## src/core/bsl_pkg.sv

```systemverilog
package bsl_pkg;
    // register byte offsets
    localparam logic [4:0] BSL_OFS_CTRL = 5'h00;
    localparam logic [4:0] BSL_OFS_DESC = 5'h04;
    localparam logic [4:0] BSL_OFS_STAT = 5'h08;
    localparam logic [4:0] BSL_OFS_LOC  = 5'h0C;
    localparam logic [4:0] BSL_OFS_BANK = 5'h10;
    // field positions
    localparam int BSL_CTRL_CONSOLE = 0;
    localparam int BSL_CTRL_LOADBTN = 1;
    localparam int BSL_STAT_LAMP    = 16;
    localparam int BSL_STAT_OCTAL   = 17;
    localparam int BSL_DESC_EXT     = 15;
    localparam int BSL_DESC_RESTART = 14;
    localparam int BSL_DESC_MASS    = 13;
    localparam int BSL_DESC_OCTAL   = 12;
    // reset values
    localparam logic        BSL_RST_CONSOLE = 1'b1;
    localparam logic [15:0] BSL_RST_ADDR    = 16'h0000;
    // characters
    localparam logic [7:0] BSL_CH_BANG  = 8'h21;
    localparam logic [7:0] BSL_CH_LF    = 8'h0A;
    localparam logic [7:0] BSL_CH_CR    = 8'h0D;
    localparam logic [7:0] BSL_CH_AT    = 8'h40;
    localparam logic [7:0] BSL_CH_DOLL  = 8'h24;
    localparam logic [7:0] BSL_CH_AMP   = 8'h26;
    localparam logic [7:0] BSL_CH_STAR  = 8'h2A;
    localparam logic [7:0] BSL_CH_SLASH = 8'h2F;
    localparam logic [7:0] BSL_CH_BANK  = 8'h42;
    localparam logic [7:0] BSL_CH_QUERY = 8'h3F;
    localparam logic [7:0] BSL_CH_ZERO  = 8'h30;
    localparam logic [7:0] BSL_CH_SEVEN = 8'h37;
    // counts
    localparam logic [10:0] BSL_MS_WORDS   = 11'h400;
    localparam logic [2:0]  BSL_PRT_DIGITS = 3'h6;
    // loader states, one-hot
    typedef enum logic [12:0] {
        BSL_IDLE  = 13'h0001,
        BSL_SKIP  = 13'h0002,
        BSL_ADR_H = 13'h0004,
        BSL_ADR_L = 13'h0008,
        BSL_CNT_H = 13'h0010,
        BSL_CNT_L = 13'h0020,
        BSL_DAT_H = 13'h0040,
        BSL_DAT_L = 13'h0080,
        BSL_SUM_H = 13'h0100,
        BSL_SUM_L = 13'h0200,
        BSL_ACT   = 13'h0400,
        BSL_MASS  = 13'h0800,
        BSL_PRINT = 13'h1000
    } bsl_state_t;
endpackage : bsl_pkg

```

## src/core/bsl_acc_if.sv

```systemverilog
`timescale 1ns/1ps
// octal number accumulator link
interface bsl_acc_if;
    logic        clr;        // drop collected digits
    logic        shift;      // take one digit
    logic [2:0]  digit;      // digit value
    logic [15:0] value;      // number so far
    logic        has_digits; // at least one digit seen
    modport owner (output clr, shift, digit, input value, has_digits);
    modport acc   (input clr, shift, digit, output value, has_digits);
endinterface : bsl_acc_if

```

## src/core/bsl_octal_acc.sv

```systemverilog
`timescale 1ns/1ps
module bsl_octal_acc
    import bsl_pkg::*;
(
    // clock and reset
    input wire logic clk_sys,
    input wire logic reset_n,
    // digit link
    bsl_acc_if.acc   link
);
    typedef struct packed {
        logic [15:0] value;
        logic        seen;
    } bsl_acc_t;

    bsl_acc_t s_q, s_d;

    // clear wins over shift: a terminator ends the number
    always_comb begin
        s_d = s_q;
        if (link.clr) begin
            s_d.value = BSL_RST_ADDR;
            s_d.seen  = 1'b0;
        end else if (link.shift) begin
            // high digits fall off the top, as on a 16-bit word
            s_d.value = {s_q.value[12:0], link.digit};
            s_d.seen  = 1'b1;
        end
    end

    // state register
    always_ff @(posedge clk_sys or negedge reset_n) begin
        if (!reset_n) begin
            s_q <= '0;
        end else begin
            s_q <= s_d;
        end
    end

    assign link.value      = s_q.value;
    assign link.has_digits = s_q.seen;
endmodule : bsl_octal_acc

```

## src/core/bsl_loader.sv

```systemverilog
// Implementation choices: register access over Avalon-MM and the address map.
`timescale 1ns/1ps
module bsl_loader
    import bsl_pkg::*;
(
    // clock and reset
    input  wire logic        clk_sys,
    input  wire logic        reset_n,
    // avalon-mm slave
    input  wire logic [4:0]  avs_address,
    input  wire logic        avs_read,
    input  wire logic        avs_write,
    input  wire logic [31:0] avs_writedata,
    output logic      [31:0] avs_readdata,
    output logic             avs_waitrequest,
    // panel
    input  wire logic [15:0] load_descriptor_switch,
    output logic             attention_lamp,
    // character input, from console or redirected device
    input  wire logic        char_valid,
    input  wire logic [7:0]  char_data,
    output logic             char_ready,
    output logic [10:0]      input_dev_addr,
    output logic             octal_load_active,
    // character output to console
    output logic             tx_valid,
    output logic [7:0]       tx_data,
    // main memory write
    output logic             mem_wr,
    output logic [15:0]      mem_addr,
    output logic [15:0]      mem_wdata,
    // mass storage word reads
    output logic             ms_req,
    output logic [10:0]      ms_dev,
    output logic [9:0]       ms_word_addr,
    input  wire logic        ms_ack,
    input  wire logic [15:0] ms_data,
    input  wire logic        ms_err,
    // processor control
    output logic             cpu_start,
    output logic [15:0]      cpu_start_addr,
    output logic             ujump,
    output logic [11:0]      ujump_addr,
    output logic [15:0]      level0_pc,
    output logic             priority_irq_enable_clr,
    output logic [1:0]       bank_sel,
    output logic [15:0]      loc_counter
);
    typedef struct packed {
        bsl_state_t  st;
        logic        console;   // console fitted
        logic        lamp;      // attention lamp
        logic        octal;     // input redirected for octal load
        logic [10:0] dev;       // selected input device
        logic [1:0]  bank;
        logic [15:0] loc;       // location counter
        logic [15:0] start_b;   // optional start address
        logic [15:0] blk;       // next store address
        logic [15:0] cnt;       // data words left
        logic [15:0] sum;       // running checksum
        logic [7:0]  hi;        // held high byte
        logic [10:0] ms_n;      // mass words done
        logic [2:0]  prt_n;     // octal digits left
        logic [17:0] prt_v;
        logic        tx_v;
        logic [7:0]  tx_d;
        logic        run_v;
        logic [15:0] run_a;
        logic        uj_v;
        logic [11:0] uj_a;
        logic [15:0] pc0;
        logic        pie_clr;
        logic        mem_wr;
        logic [15:0] mem_a;
        logic [15:0] mem_d;
        logic        ms_req;
        logic        rdy;
        logic        wait_n;    // inverted waitrequest
        logic [31:0] rdata;
    } bsl_state_s_t;

    bsl_state_s_t s_q, s_d;
    bsl_acc_if    acc ();       // number being typed

    bsl_octal_acc u_acc (
        .clk_sys (clk_sys),
        .reset_n (reset_n),
        .link    (acc.acc)
    );

    // handshakes and decodes
    logic       take;           // character accepted this cycle
    logic       is_oct;         // character is an octal digit
    logic       bus_req;        // bus request taken this cycle, answered the next
    logic       btn;            // load button pressed via register
    logic [7:0] ch;
    assign take    = char_valid && s_q.rdy;
    assign ch      = char_data;
    assign is_oct  = (ch >= BSL_CH_ZERO) && (ch <= BSL_CH_SEVEN);
    assign bus_req = (avs_read || avs_write) && !s_q.wait_n;
    assign btn     = bus_req && avs_write && (avs_address == BSL_OFS_CTRL)
                     && avs_writedata[BSL_CTRL_LOADBTN];

    // next state of everything
    always_comb begin
        logic        cmd;       // character goes to command decode
        logic        fail;      // flag an error
        logic        desc_go;   // run a descriptor load
        logic        force_oct;
        logic [15:0] w;
        s_d       = s_q;
        cmd       = 1'b0;
        fail      = 1'b0;
        desc_go   = 1'b0;
        force_oct = 1'b0;
        w         = {s_q.hi, ch};
        acc.clr   = 1'b0;
        acc.shift = 1'b0;
        acc.digit = ch[2:0];
        // pulses last one cycle
        s_d.tx_v    = 1'b0;
        s_d.run_v   = 1'b0;
        s_d.uj_v    = 1'b0;
        s_d.pie_clr = 1'b0;
        s_d.mem_wr  = 1'b0;
        s_d.wait_n  = 1'b0;

        // register bus, one wait cycle per access
        if ((avs_read || avs_write) && !s_q.wait_n) begin
            s_d.wait_n = 1'b1;
            s_d.rdata  = '0;
            if (avs_read) begin
                case (avs_address)
                    BSL_OFS_CTRL: s_d.rdata[BSL_CTRL_CONSOLE] = s_q.console;
                    BSL_OFS_DESC: s_d.rdata[15:0] = load_descriptor_switch;
                    BSL_OFS_STAT: begin
                        s_d.rdata[12:0]           = s_q.st;
                        s_d.rdata[BSL_STAT_LAMP]  = s_q.lamp;
                        s_d.rdata[BSL_STAT_OCTAL] = s_q.octal;
                    end
                    BSL_OFS_LOC:  s_d.rdata[15:0] = s_q.loc;
                    BSL_OFS_BANK: s_d.rdata[1:0]  = s_q.bank;
                    default:      s_d.rdata = '0;
                endcase
            end else if (avs_address == BSL_OFS_CTRL) begin
                s_d.console = avs_writedata[BSL_CTRL_CONSOLE];
            end else if (avs_address == BSL_OFS_STAT && avs_writedata[BSL_STAT_LAMP]) begin
                s_d.lamp = 1'b0;            // write one to clear
            end
        end

        // loader sequence
        case (s_q.st)
            BSL_IDLE: begin
                if (take) begin
                    cmd = 1'b1;
                end else if (btn) begin
                    desc_go = 1'b1;
                end
            end
            BSL_SKIP: if (take) begin
                if (ch == BSL_CH_BANG) begin
                    acc.clr = 1'b1;
                    s_d.st  = BSL_ADR_H;
                end else if (is_oct) begin
                    acc.shift = 1'b1;
                end else if (ch != BSL_CH_LF) begin
                    // line feed inside numbers is dropped
                    acc.clr = 1'b1;
                    if (acc.has_digits) begin
                        s_d.start_b = acc.value;
                    end
                end
            end
            BSL_ADR_H, BSL_CNT_H, BSL_DAT_H, BSL_SUM_H: if (take) begin
                s_d.hi = ch;
                s_d.st = bsl_state_t'(s_q.st << 1);
            end
            BSL_ADR_L: if (take) begin
                s_d.blk = w;
                s_d.st  = BSL_CNT_H;
            end
            BSL_CNT_L: if (take) begin
                s_d.cnt = w;
                s_d.sum = '0;
                s_d.st  = (w == 16'h0000) ? BSL_SUM_H : BSL_DAT_H;
            end
            BSL_DAT_L: if (take) begin
                s_d.mem_wr = 1'b1;
                s_d.mem_a  = s_q.blk;
                s_d.mem_d  = w;
                s_d.blk    = s_q.blk + 16'h0001;
                s_d.sum    = s_q.sum + w;
                s_d.cnt    = s_q.cnt - 16'h0001;
                s_d.st     = (s_q.cnt == 16'h0001) ? BSL_SUM_H : BSL_DAT_H;
            end
            BSL_SUM_L: if (take) begin
                if (w != s_q.sum) begin
                    fail   = 1'b1;
                    s_d.st = BSL_IDLE;
                end else begin
                    s_d.st = BSL_ACT;
                end
            end
            BSL_ACT: if (take) begin
                s_d.st = BSL_IDLE;
                if (ch == 8'h00) begin
                    s_d.run_v = 1'b1;
                    s_d.run_a = s_q.start_b;
                end else begin
                    s_d.pc0 = s_q.start_b;
                    cmd     = 1'b1;
                end
            end
            BSL_MASS: begin
                if (ms_err) begin
                    s_d.ms_req = 1'b0;
                    fail       = 1'b1;
                    s_d.st     = BSL_IDLE;
                end else if (ms_ack) begin
                    s_d.mem_wr = 1'b1;
                    s_d.mem_a  = {5'h00, s_q.ms_n};
                    s_d.mem_d  = ms_data;
                    s_d.ms_n   = s_q.ms_n + 11'h001;
                    if (s_q.ms_n == BSL_MS_WORDS - 11'h001) begin
                        s_d.ms_req = 1'b0;
                        s_d.run_v  = 1'b1;
                        s_d.run_a  = BSL_RST_ADDR;
                        s_d.st     = BSL_IDLE;
                    end
                end
            end
            BSL_PRINT: begin
                // one octal digit per cycle, top digit first
                s_d.tx_v  = 1'b1;
                s_d.tx_d  = BSL_CH_ZERO | {5'h00, s_q.prt_v[17:15]};
                s_d.prt_v = {s_q.prt_v[14:0], 3'h0};
                s_d.prt_n = s_q.prt_n - 3'h1;
                if (s_q.prt_n == 3'h1) begin
                    s_d.st = BSL_IDLE;
                end
            end
            default: s_d.st = BSL_IDLE;
        endcase

        // operator command decode
        if (cmd) begin
            if (!s_q.octal && s_q.st == BSL_IDLE) begin
                s_d.tx_v = 1'b1;            // echo only outside octal load
                s_d.tx_d = ch;
            end
            if (is_oct) begin
                acc.shift = 1'b1;
            end else if (ch == BSL_CH_LF) begin
                s_d.tx_v = s_q.octal ? 1'b0 : s_d.tx_v;
            end else begin
                acc.clr = 1'b1;
                case (ch)
                    BSL_CH_AT: begin
                        s_d.octal   = 1'b0;
                        s_d.pie_clr = 1'b1;
                    end
                    BSL_CH_STAR: begin
                        s_d.prt_v = {2'b00, s_q.loc};
                        s_d.prt_n = BSL_PRT_DIGITS;
                        s_d.st    = BSL_PRINT;
                    end
                    BSL_CH_SLASH: s_d.loc = acc.value;
                    BSL_CH_CR:    s_d.loc = s_q.loc + 16'h0001;
                    BSL_CH_BANK:  s_d.bank = acc.value[1:0];
                    BSL_CH_BANG: begin
                        s_d.octal = 1'b0;
                        s_d.run_v = 1'b1;
                        s_d.run_a = acc.value;
                    end
                    BSL_CH_DOLL: begin
                        if (acc.has_digits) begin
                            s_d.dev   = acc.value[10:0];
                            s_d.octal = 1'b1;
                        end else begin
                            desc_go   = 1'b1;
                            force_oct = 1'b1;
                        end
                    end
                    BSL_CH_AMP: begin
                        if (acc.has_digits) begin
                            s_d.dev     = acc.value[10:0];
                            s_d.octal   = 1'b0;
                            s_d.start_b = BSL_RST_ADDR;
                            s_d.st      = BSL_SKIP;
                        end else begin
                            desc_go = 1'b1;
                        end
                    end
                    default: begin
                        fail      = 1'b1;
                        s_d.octal = 1'b0;
                    end
                endcase
            end
        end

        // descriptor dispatch, highest bit wins
        if (desc_go) begin
            s_d.dev = load_descriptor_switch[10:0];
            if (load_descriptor_switch[BSL_DESC_EXT]) begin
                s_d.uj_v  = 1'b1;
                s_d.uj_a  = load_descriptor_switch[11:0];
                s_d.octal = 1'b0;
            end else if (load_descriptor_switch[BSL_DESC_RESTART]) begin
                s_d.run_v = 1'b1;
                s_d.run_a = {load_descriptor_switch[13:0], 2'b00};
                s_d.octal = 1'b0;
            end else if (load_descriptor_switch[BSL_DESC_MASS]) begin
                s_d.ms_req = 1'b1;
                s_d.ms_n   = '0;
                s_d.octal  = 1'b0;
                s_d.st     = BSL_MASS;
            end else if (force_oct || load_descriptor_switch[BSL_DESC_OCTAL]) begin
                s_d.octal = 1'b1;
            end else begin
                s_d.octal   = 1'b0;
                s_d.start_b = BSL_RST_ADDR;
                s_d.st      = BSL_SKIP;
            end
        end

        // error shows on console, or on the lamp without one
        if (fail) begin
            if (s_q.console) begin
                s_d.tx_v = 1'b1;
                s_d.tx_d = BSL_CH_QUERY;
            end else begin
                s_d.lamp = 1'b1;
            end
        end
        // stall input while printing and in mass load
        s_d.rdy = (s_d.st != BSL_PRINT) && (s_d.st != BSL_MASS);
    end

    // state register
    always_ff @(posedge clk_sys or negedge reset_n) begin
        if (!reset_n) begin
            s_q         <= '0;
            s_q.st      <= BSL_IDLE;
            s_q.console <= BSL_RST_CONSOLE;
            s_q.rdy     <= 1'b1;
        end else begin
            s_q <= s_d;
        end
    end

    // outputs straight from the state register
    assign avs_readdata            = s_q.rdata;
    assign avs_waitrequest         = !s_q.wait_n;
    assign attention_lamp          = s_q.lamp;
    assign char_ready              = s_q.rdy;
    assign input_dev_addr          = s_q.dev;
    assign octal_load_active       = s_q.octal;
    assign tx_valid                = s_q.tx_v;
    assign tx_data                 = s_q.tx_d;
    assign mem_wr                  = s_q.mem_wr;
    assign mem_addr                = s_q.mem_a;
    assign mem_wdata               = s_q.mem_d;
    assign ms_req                  = s_q.ms_req;
    assign ms_dev                  = s_q.dev;
    assign ms_word_addr            = s_q.ms_n[9:0];
    assign cpu_start               = s_q.run_v;
    assign cpu_start_addr          = s_q.run_a;
    assign ujump                   = s_q.uj_v;
    assign ujump_addr              = s_q.uj_a;
    assign level0_pc               = s_q.pc0;
    assign priority_irq_enable_clr = s_q.pie_clr;
    assign bank_sel                = s_q.bank;
    assign loc_counter             = s_q.loc;
endmodule : bsl_loader

```

## config.mk

```make
export PLATFORM = sky130hd
export DESIGN_NAME = bsl_loader
export DESIGN_NICKNAME = d
export VERILOG_FILES = /design/src/core/bsl_pkg.sv /design/src/core/bsl_acc_if.sv /design/src/core/bsl_octal_acc.sv /design/src/core/bsl_loader.sv
export SDC_FILE = /design/constraint.sdc
export NUM_CORES = 1
export LEC_CHECK = 0
export BUFFER_PORTS_ARGS = -buffer_cell sky130_fd_sc_hd__buf_2
export CAP_MARGIN = 10
export CELL_PAD_IN_SITES_DETAIL_PLACEMENT = 0
export CELL_PAD_IN_SITES_GLOBAL_PLACEMENT = 1
export CORE_UTILIZATION = 43
export DETAILED_ROUTE_END_ITERATION = 7
export PLACE_DENSITY_LB_ADDON = 0.15
export SLEW_MARGIN = 40
export SYNTH_ARGS = -nofsm -noshare
export SYNTH_HDL_FRONTEND = slang
export SYNTH_SLANG_ARGS = --single-unit
```

## constraint.sdc

```tcl
create_clock -name clk_sys -period 3.6 [get_ports clk_sys]
set_clock_uncertainty 0.05 [all_clocks]
set_input_delay 0.72 -clock clk_sys [delete_from_list [all_inputs] [get_ports clk_sys]]
set_output_delay 0.72 -clock clk_sys [all_outputs]
set_load 0.03 [all_outputs]
```

==> impl_metrics.ini, run 1 <==
[die]
start_util = 0.4382
rows = 69
die_x_um = 192.6
dieArea_um2 = 37100
ioPinCount = 260
core_um2 = 35660
die_h_um = 192.6

[sta]
fmax_ghz = 0.3224
worstMarginPinSlew_ns = 0.7598
min_period_over_period = 0.8617
setup_tns_ns = 0
rsz0062_at_grt = no
whs_ns = 0.08671
fin_crit_ns = 3.102
setup_viol = 0
report.final.slew_viol_count = 0
maxSlewHeadroom = 0.4935
hold_viol_final = 0

[global_route]
grt_max_degree = 81
antenna_found_initial = 0
grt_use_total = 0.2568
grt_pass1_vias = 12130
grt_first_pass_wirelength_mm = 72.84
overflow = 0

[yosys]
synth_warnings = 0
synth_edf_count = 0
yosysSeqAreaShare = 0.4423
avgSynthCellArea_um2 = 9.110
ys_ff_latch = 276
ys.flop_type = dfrtp_1
synthesis.area_um2 = 15620
yosysUniqueCellTypes = 86
synthCells = 1715
synthArstFlopShare = 1.000

[placed_design]
dp_hpwl_mm = 34.23
io_buffers = 216
gp_congestion = 0.9080

[setup_path]
crit_type = reg2reg
crit_chain = nor2b_1, nand4_1, or4_4, a21oi_4, nor3b_4, a31o_1, buf_4, nor2_1
critical_path.max_stage_delay_ns = 0.66
r2r-start = s_q[260]
crit_path_start_kind = flip-flop
cp-startpoint = s_q[260]
path_delay_family = simple AND/OR/NAND/NOR gates
critPathArrivalTime_ns = 3.45
crit_slowest_cell = or4_4
crit_fanout = 16
cp.required_ns = 3.95
reg2reg_slack_ns = 0.50
crit_buf_inv = 1
crit_path_end_kind = flip-flop

[route]
drt_iter0_markers = 1119
drc = 48
viasPerCell = 5.679
drt-total-wl_mm = 47.62
dr.pass1.iters = 7
wl_per_cell_um = 21.15
num_vias = 12780
ant_nets = 0

[clock_tree]
cts_buffer_depth = 3
root_buffer = clkbuf_16
tritoncts = built
cts_sinks = 276
post_cts_buffers = 0
clock_latency_ns = 0.52
cts_buffers = 34
cts_max_level = 2
postCtsHoldBufs = 0
cts-resized-gates = 0
clkSlewWorstSetupHoldPaths_ns = 0.06

[power_and_ir_drop]
intPower_w = 0.005433
leakage_nw = 8.209
switching_share = 0.2749
switchingPower_w = 0.002060
combinationalPowerShare = 0.110
p_seq_frac = 0.447
clockPowerShare = 0.443
powerDensity_nw_per_um2 = 434.9
ir_worst_vdd_v = 0.0002473

[worst_hold_path]
hold_class = in2async

[layout]
layout-drive-gt1-share = 0.2240
area_delta_synth_final_pct = 10.27
n_antenna_cell = 0
fin_nets = 1878

[run]
cap_viol_max_count = 0

[run_status]
status = finished with violations
violations = DRC
[path summary, 6_finish.rpt]
kind                                       to  cells after the start
worst max-delay path                 s_q[221]                      8
worst min-delay path            level0_pc[11]                      1
worst max register to register       s_q[221]                      8
worst min register to register  mem_wdata[11]                      2
max in group asynchronous            s_q[202]                      2
min in group clk_sys             mem_wdata[4]                      3
[per-stage QoR]
stage          worst slack (ns)  utilization  cells  total power [W]  instance area, um2
2_1_floorplan            0.6563            -   1728         0.004019               15670
3_3_place_gp             0.2988       0.4531   2195         0.004226               16160
3_5_place_dp             0.2429       0.4531   2195         0.004237               16160
4_1_cts                  0.5471       0.4830   2251         0.007577               17220
5_1_grt                  0.2833       0.4832   2251         0.007756               17230
6_report                 0.4978       0.4832   2251         0.007493               17230
[power groups by stage]
stage	Sequential (W)	Clock, W	Combinational [W]
6_report	0.00335	0.00332	0.000827
5_1_grt	0.00336	0.00350	0.000900
4_1_cts	0.00335	0.00339	0.000835
3_5_place_dp	0.00340	0	0.000833
3_3_place_gp	0.00340	0	0.000827
2_1_floorplan	0.00334	0	0.000678
[metal layers]
layer | wire (um) | track usage
met4 | 864 | 0.06148
met1 | 21930 | 0.3655
met5 | 0 | 0
met3 | 2372 | 0.03110
met2 | 22450 | 0.4140
[logic make-up after synthesis]
kind of cell	count (synthesis)	share of synthesized area
adders and majority gates	24	0.01970
DFF	276	0.4423
other	1	0.0002400
buffers and inverters	286	0.1132
muxes	84	0.05710
xor gates and xnor gates	23	0.01289
and+or+nand+nor	628	0.1932
AOI/OAI and AO/OA	393	0.1614
[registers in the layout, indices dropped and copies added (netlist names), 2 cells and up]
| register | flops |
|---|---|
| ms_word_addr | 10 |
| input_dev_addr | 11 |
| level0_pc | 16 |
| s_q | 109 |
| bank_sel | 2 |
| u_acc.link.value | 16 |
| mem_addr | 16 |
| cpu_start_addr | 16 |
| avs_readdata | 18 |
| ujump_addr | 12 |
| tx_data | 8 |
| loc_counter | 16 |
| mem_wdata | 16 |
[area by class of cell]
type                       instances  area [um2]
inverter                          21       78.83
tap                              461       576.8
timing repair buffer             271        1567
clock buffer                      50       991.0
sequential                       276        6910
fill                            3476       18430
multi-input combinational       1166        7028
clock inverter                     6       76.32
[Yosys cell counts, types with 5 or more instances]
library cell | instances | area share
nor4_1 | 14 | 0.0056
clkbuf_1 | 62 | 0.015
xor2_1 | 12 | 0.0067
nor3_1 | 32 | 0.010
nor2b_1 | 8 | 0.0032
a22oi_1 | 31 | 0.015
nand3b_1 | 16 | 0.0077
o21bai_1 | 5 | 0.0024
o21a_1 | 6 | 0.0029
a22o_1 | 30 | 0.017
nand4_1 | 17 | 0.0068
nand2b_1 | 13 | 0.0052
a21o_1 | 7 | 0.0034
nand2_1 | 256 | 0.062
a31oi_1 | 33 | 0.013
xnor2_1 | 11 | 0.0062
o22ai_1 | 17 | 0.0068
or2_2 | 6 | 0.0024
a32oi_1 | 5 | 0.0028
buf_1 | 6 | 0.0014
ha_1 | 23 | 0.018
o21ai_0 | 120 | 0.038
nor3b_1 | 6 | 0.0029
buf_2 | 24 | 0.0077
and3_1 | 5 | 0.0020
and2_1 | 7 | 0.0028
buf_4 | 169 | 0.081
mux2i_1 | 43 | 0.028
dfrtp_1 | 273 | 0.44
o211ai_1 | 9 | 0.0043
nand3_1 | 61 | 0.020
inv_1 | 21 | 0.0050
mux2_2 | 41 | 0.030
nor2_1 | 141 | 0.034
or3_1 | 9 | 0.0036
a21oi_1 | 85 | 0.027
[cells in the final DEF (no fill, tap or decap), drive strengths merged, types with 31 or more instances in the layout]
cell    count
a22oi      31
buf       271
dfrtp     273
nand3      61
clkbuf     50
mux2       41
a31oi      33
nor3       35
nor2      141
nand2     256
o21ai     120
a21oi      86
mux2i      43
Power figures use the tool's default switching activity.
==> run 2: changes to the inputs <==
Settings changed: BUFFER_PORTS_ARGS -buffer_cell sky130_fd_sc_hd__buf_2 to unset, CORE_UTILIZATION 43 to 49, DONT_BUFFER_PORTS set to 1.
==> run 2 against run 1 <==
Net effect: the run ends with hold timing left; sequential share of layout area grew 3.4 points; combinational power shrank 62%; register-to-register slack got worse by 0.06 ns; clock-buffer cell count is 4 lower; global-route usage grew 1.7 points.
==> impl_metrics.ini, run 2 (synthesis results as in run 1) <==
[sta]
hold_viol_final = 273
report.final.slew_viol_count = 0
setup_tns_ns = 0
min_period_over_period = 0.8773
whs_ns = -0.2092
setup_viol = 0
fmax_ghz = 0.3166
maxSlewHeadroom = 0.4808
worstMarginPinSlew_ns = 0.7762
fin_crit_ns = 3.158
rsz0062_at_grt = no

[route]
drt_iter0_markers = 962
drc = 0
num_vias = 11760
dr.pass1.iters = 8
viasPerCell = 5.988
drt-total-wl_mm = 44.71
wl_per_cell_um = 22.77
ant_nets = 0

[die]
rows = 65
die_x_um = 180.6
dieArea_um2 = 32600
core_um2 = 31470
die_h_um = 180.6
start_util = 0.4964
ioPinCount = 260

[setup_path]
rr_endpoint = ms_word_addr[7]
r2r_cells = 7
path_delay_family = simple AND/OR/NAND/NOR gates
crit_path_end_kind = flip-flop
crit_type = reg2reg
r2r-start = s_q[267]
critical_path.max_stage_delay_ns = 0.53
cp.required_ns = 3.99
critPathArrivalTime_ns = 3.55
crit_buf_inv = 0
crit_slowest_cell = dfrtp_1
crit_fanout = 12
path_depth = 7
crit_path_start_kind = flip-flop
crit_chain = nor2_1, nand4_2, o31a_4, o41ai_2, nor3b_1, and2_1, nor2_1
crit_end = ms_word_addr[7]
crit_path_frequent_cell = nor2_1
cp-startpoint = s_q[267]
reg2reg_slack_ns = 0.44

[layout]
fillers = 2978
largest_reg_flops = 109
final_common_cell = dfrtp_1
mostFrequentLayoutCells = dfrtp_1 (273), nand2_1 (256), nor2_1 (139)
area_delta_synth_final_pct = 1.634
regMostFlops = s_q
finalInstanceArea_um2 = 15880
layout-drive-gt1-share = 0.1109
stdcell_count = 1963
fin_nets = 1643

[clock_tree]
cts_sinks = 276
clock_latency_ns = 0.58
cts_buffer_depth = 3
cts_buffers = 31
cts_max_level = 1
cts-resized-gates = 0
tritoncts = built
root_buffer = clkbuf_16
clkSlewWorstSetupHoldPaths_ns = 0.06
post_cts_buffers = 0

[global_route]
grt_use_total = 0.2737
antenna_found_initial = 1
grt_first_pass_wirelength_mm = 69.77
overflow = 0
grt_max_degree = 277
grt_pass1_vias = 11400

[placed_design]
dp_cells = 1904
dp_hpwl_mm = 30.98
io_buffers = 0
placed_area_um2 = 14830
gp_congestion = 0.8753

[power_and_ir_drop]
total_power_w = 0.007125
powerDensity_nw_per_um2 = 448.7
leakage_nw = 7.067
ir_worst_vdd_v = 0.0004579

[run_status]
status = finished with violations
violations = hold timing

[run]
cap_viol_max_count = 0

[worst_hold_path]
hold_class = in2async
==> run 2: area by class of cell <==
type / instances / area, um2 / area share
multi-input cells: 1166 / 7029 / 0.4427
clock inverters: 12 / 127.6 / 0.008037
well taps: 402 / 503.0 / 0.03168
clock buffers: 46 / 922.1 / 0.05807
inverters: 21 / 78.83 / 0.004964
diodes: 1 / 2.502 / 0.0001576
repair buffers: 39 / 305.3 / 0.01923
flip-flops and latches: 276 / 6910 / 0.4352
==> run 2: how the worst min path moves through the flow <==
stage                                 to  startpoint  depth (start not counted)  slack (ns)
after global placement     level0_pc[14]     reset_n                          0        0.38
after floorplan           attention_lamp     reset_n                          0        0.37
after CTS                   level0_pc[0]     reset_n                          0       -0.23
final                      level0_pc[14]     reset_n                          0       -0.21
after global routing       level0_pc[14]     reset_n                          0       -0.22
after detailed placement        s_q[226]     reset_n                          0        0.38
==> run 2: power by group <==
group / switching, W / total (W) / internal, W / leakage [nW]
registers: 0.000354 / 0.00357 / 0.00321 / 3.67
clock network: 0.00133 / 0.00324 / 0.00191 / 0.523
logic: 0.000191 / 0.000317 / 0.000126 / 2.87
==> run 2: metrics by stage <==
stage	util	hold WS [ns]	setup slack, ns
5_1_grt	0.5044	-0.2249	0.2143
3_5_place_dp	0.4711	0.3808	0.4774
2_1_floorplan	-	0.3744	0.6563
6_report	0.5045	-0.2092	0.4418
4_1_cts	0.5044	-0.2334	0.4600
3_3_place_gp	0.4711	0.3815	0.5199
==> run 2: layer usage <==
metal	GRT usage	vias to the layer above	routed length [um]	part of all wire
met3	0.04285	70	2007	0.045
met4	0.08068	0	1430	0.032
li1	-	5519	-	-
met5	0	-	0	0
met2	0.4740	319	22300	0.50
met1	0.3524	5847	18970	0.42
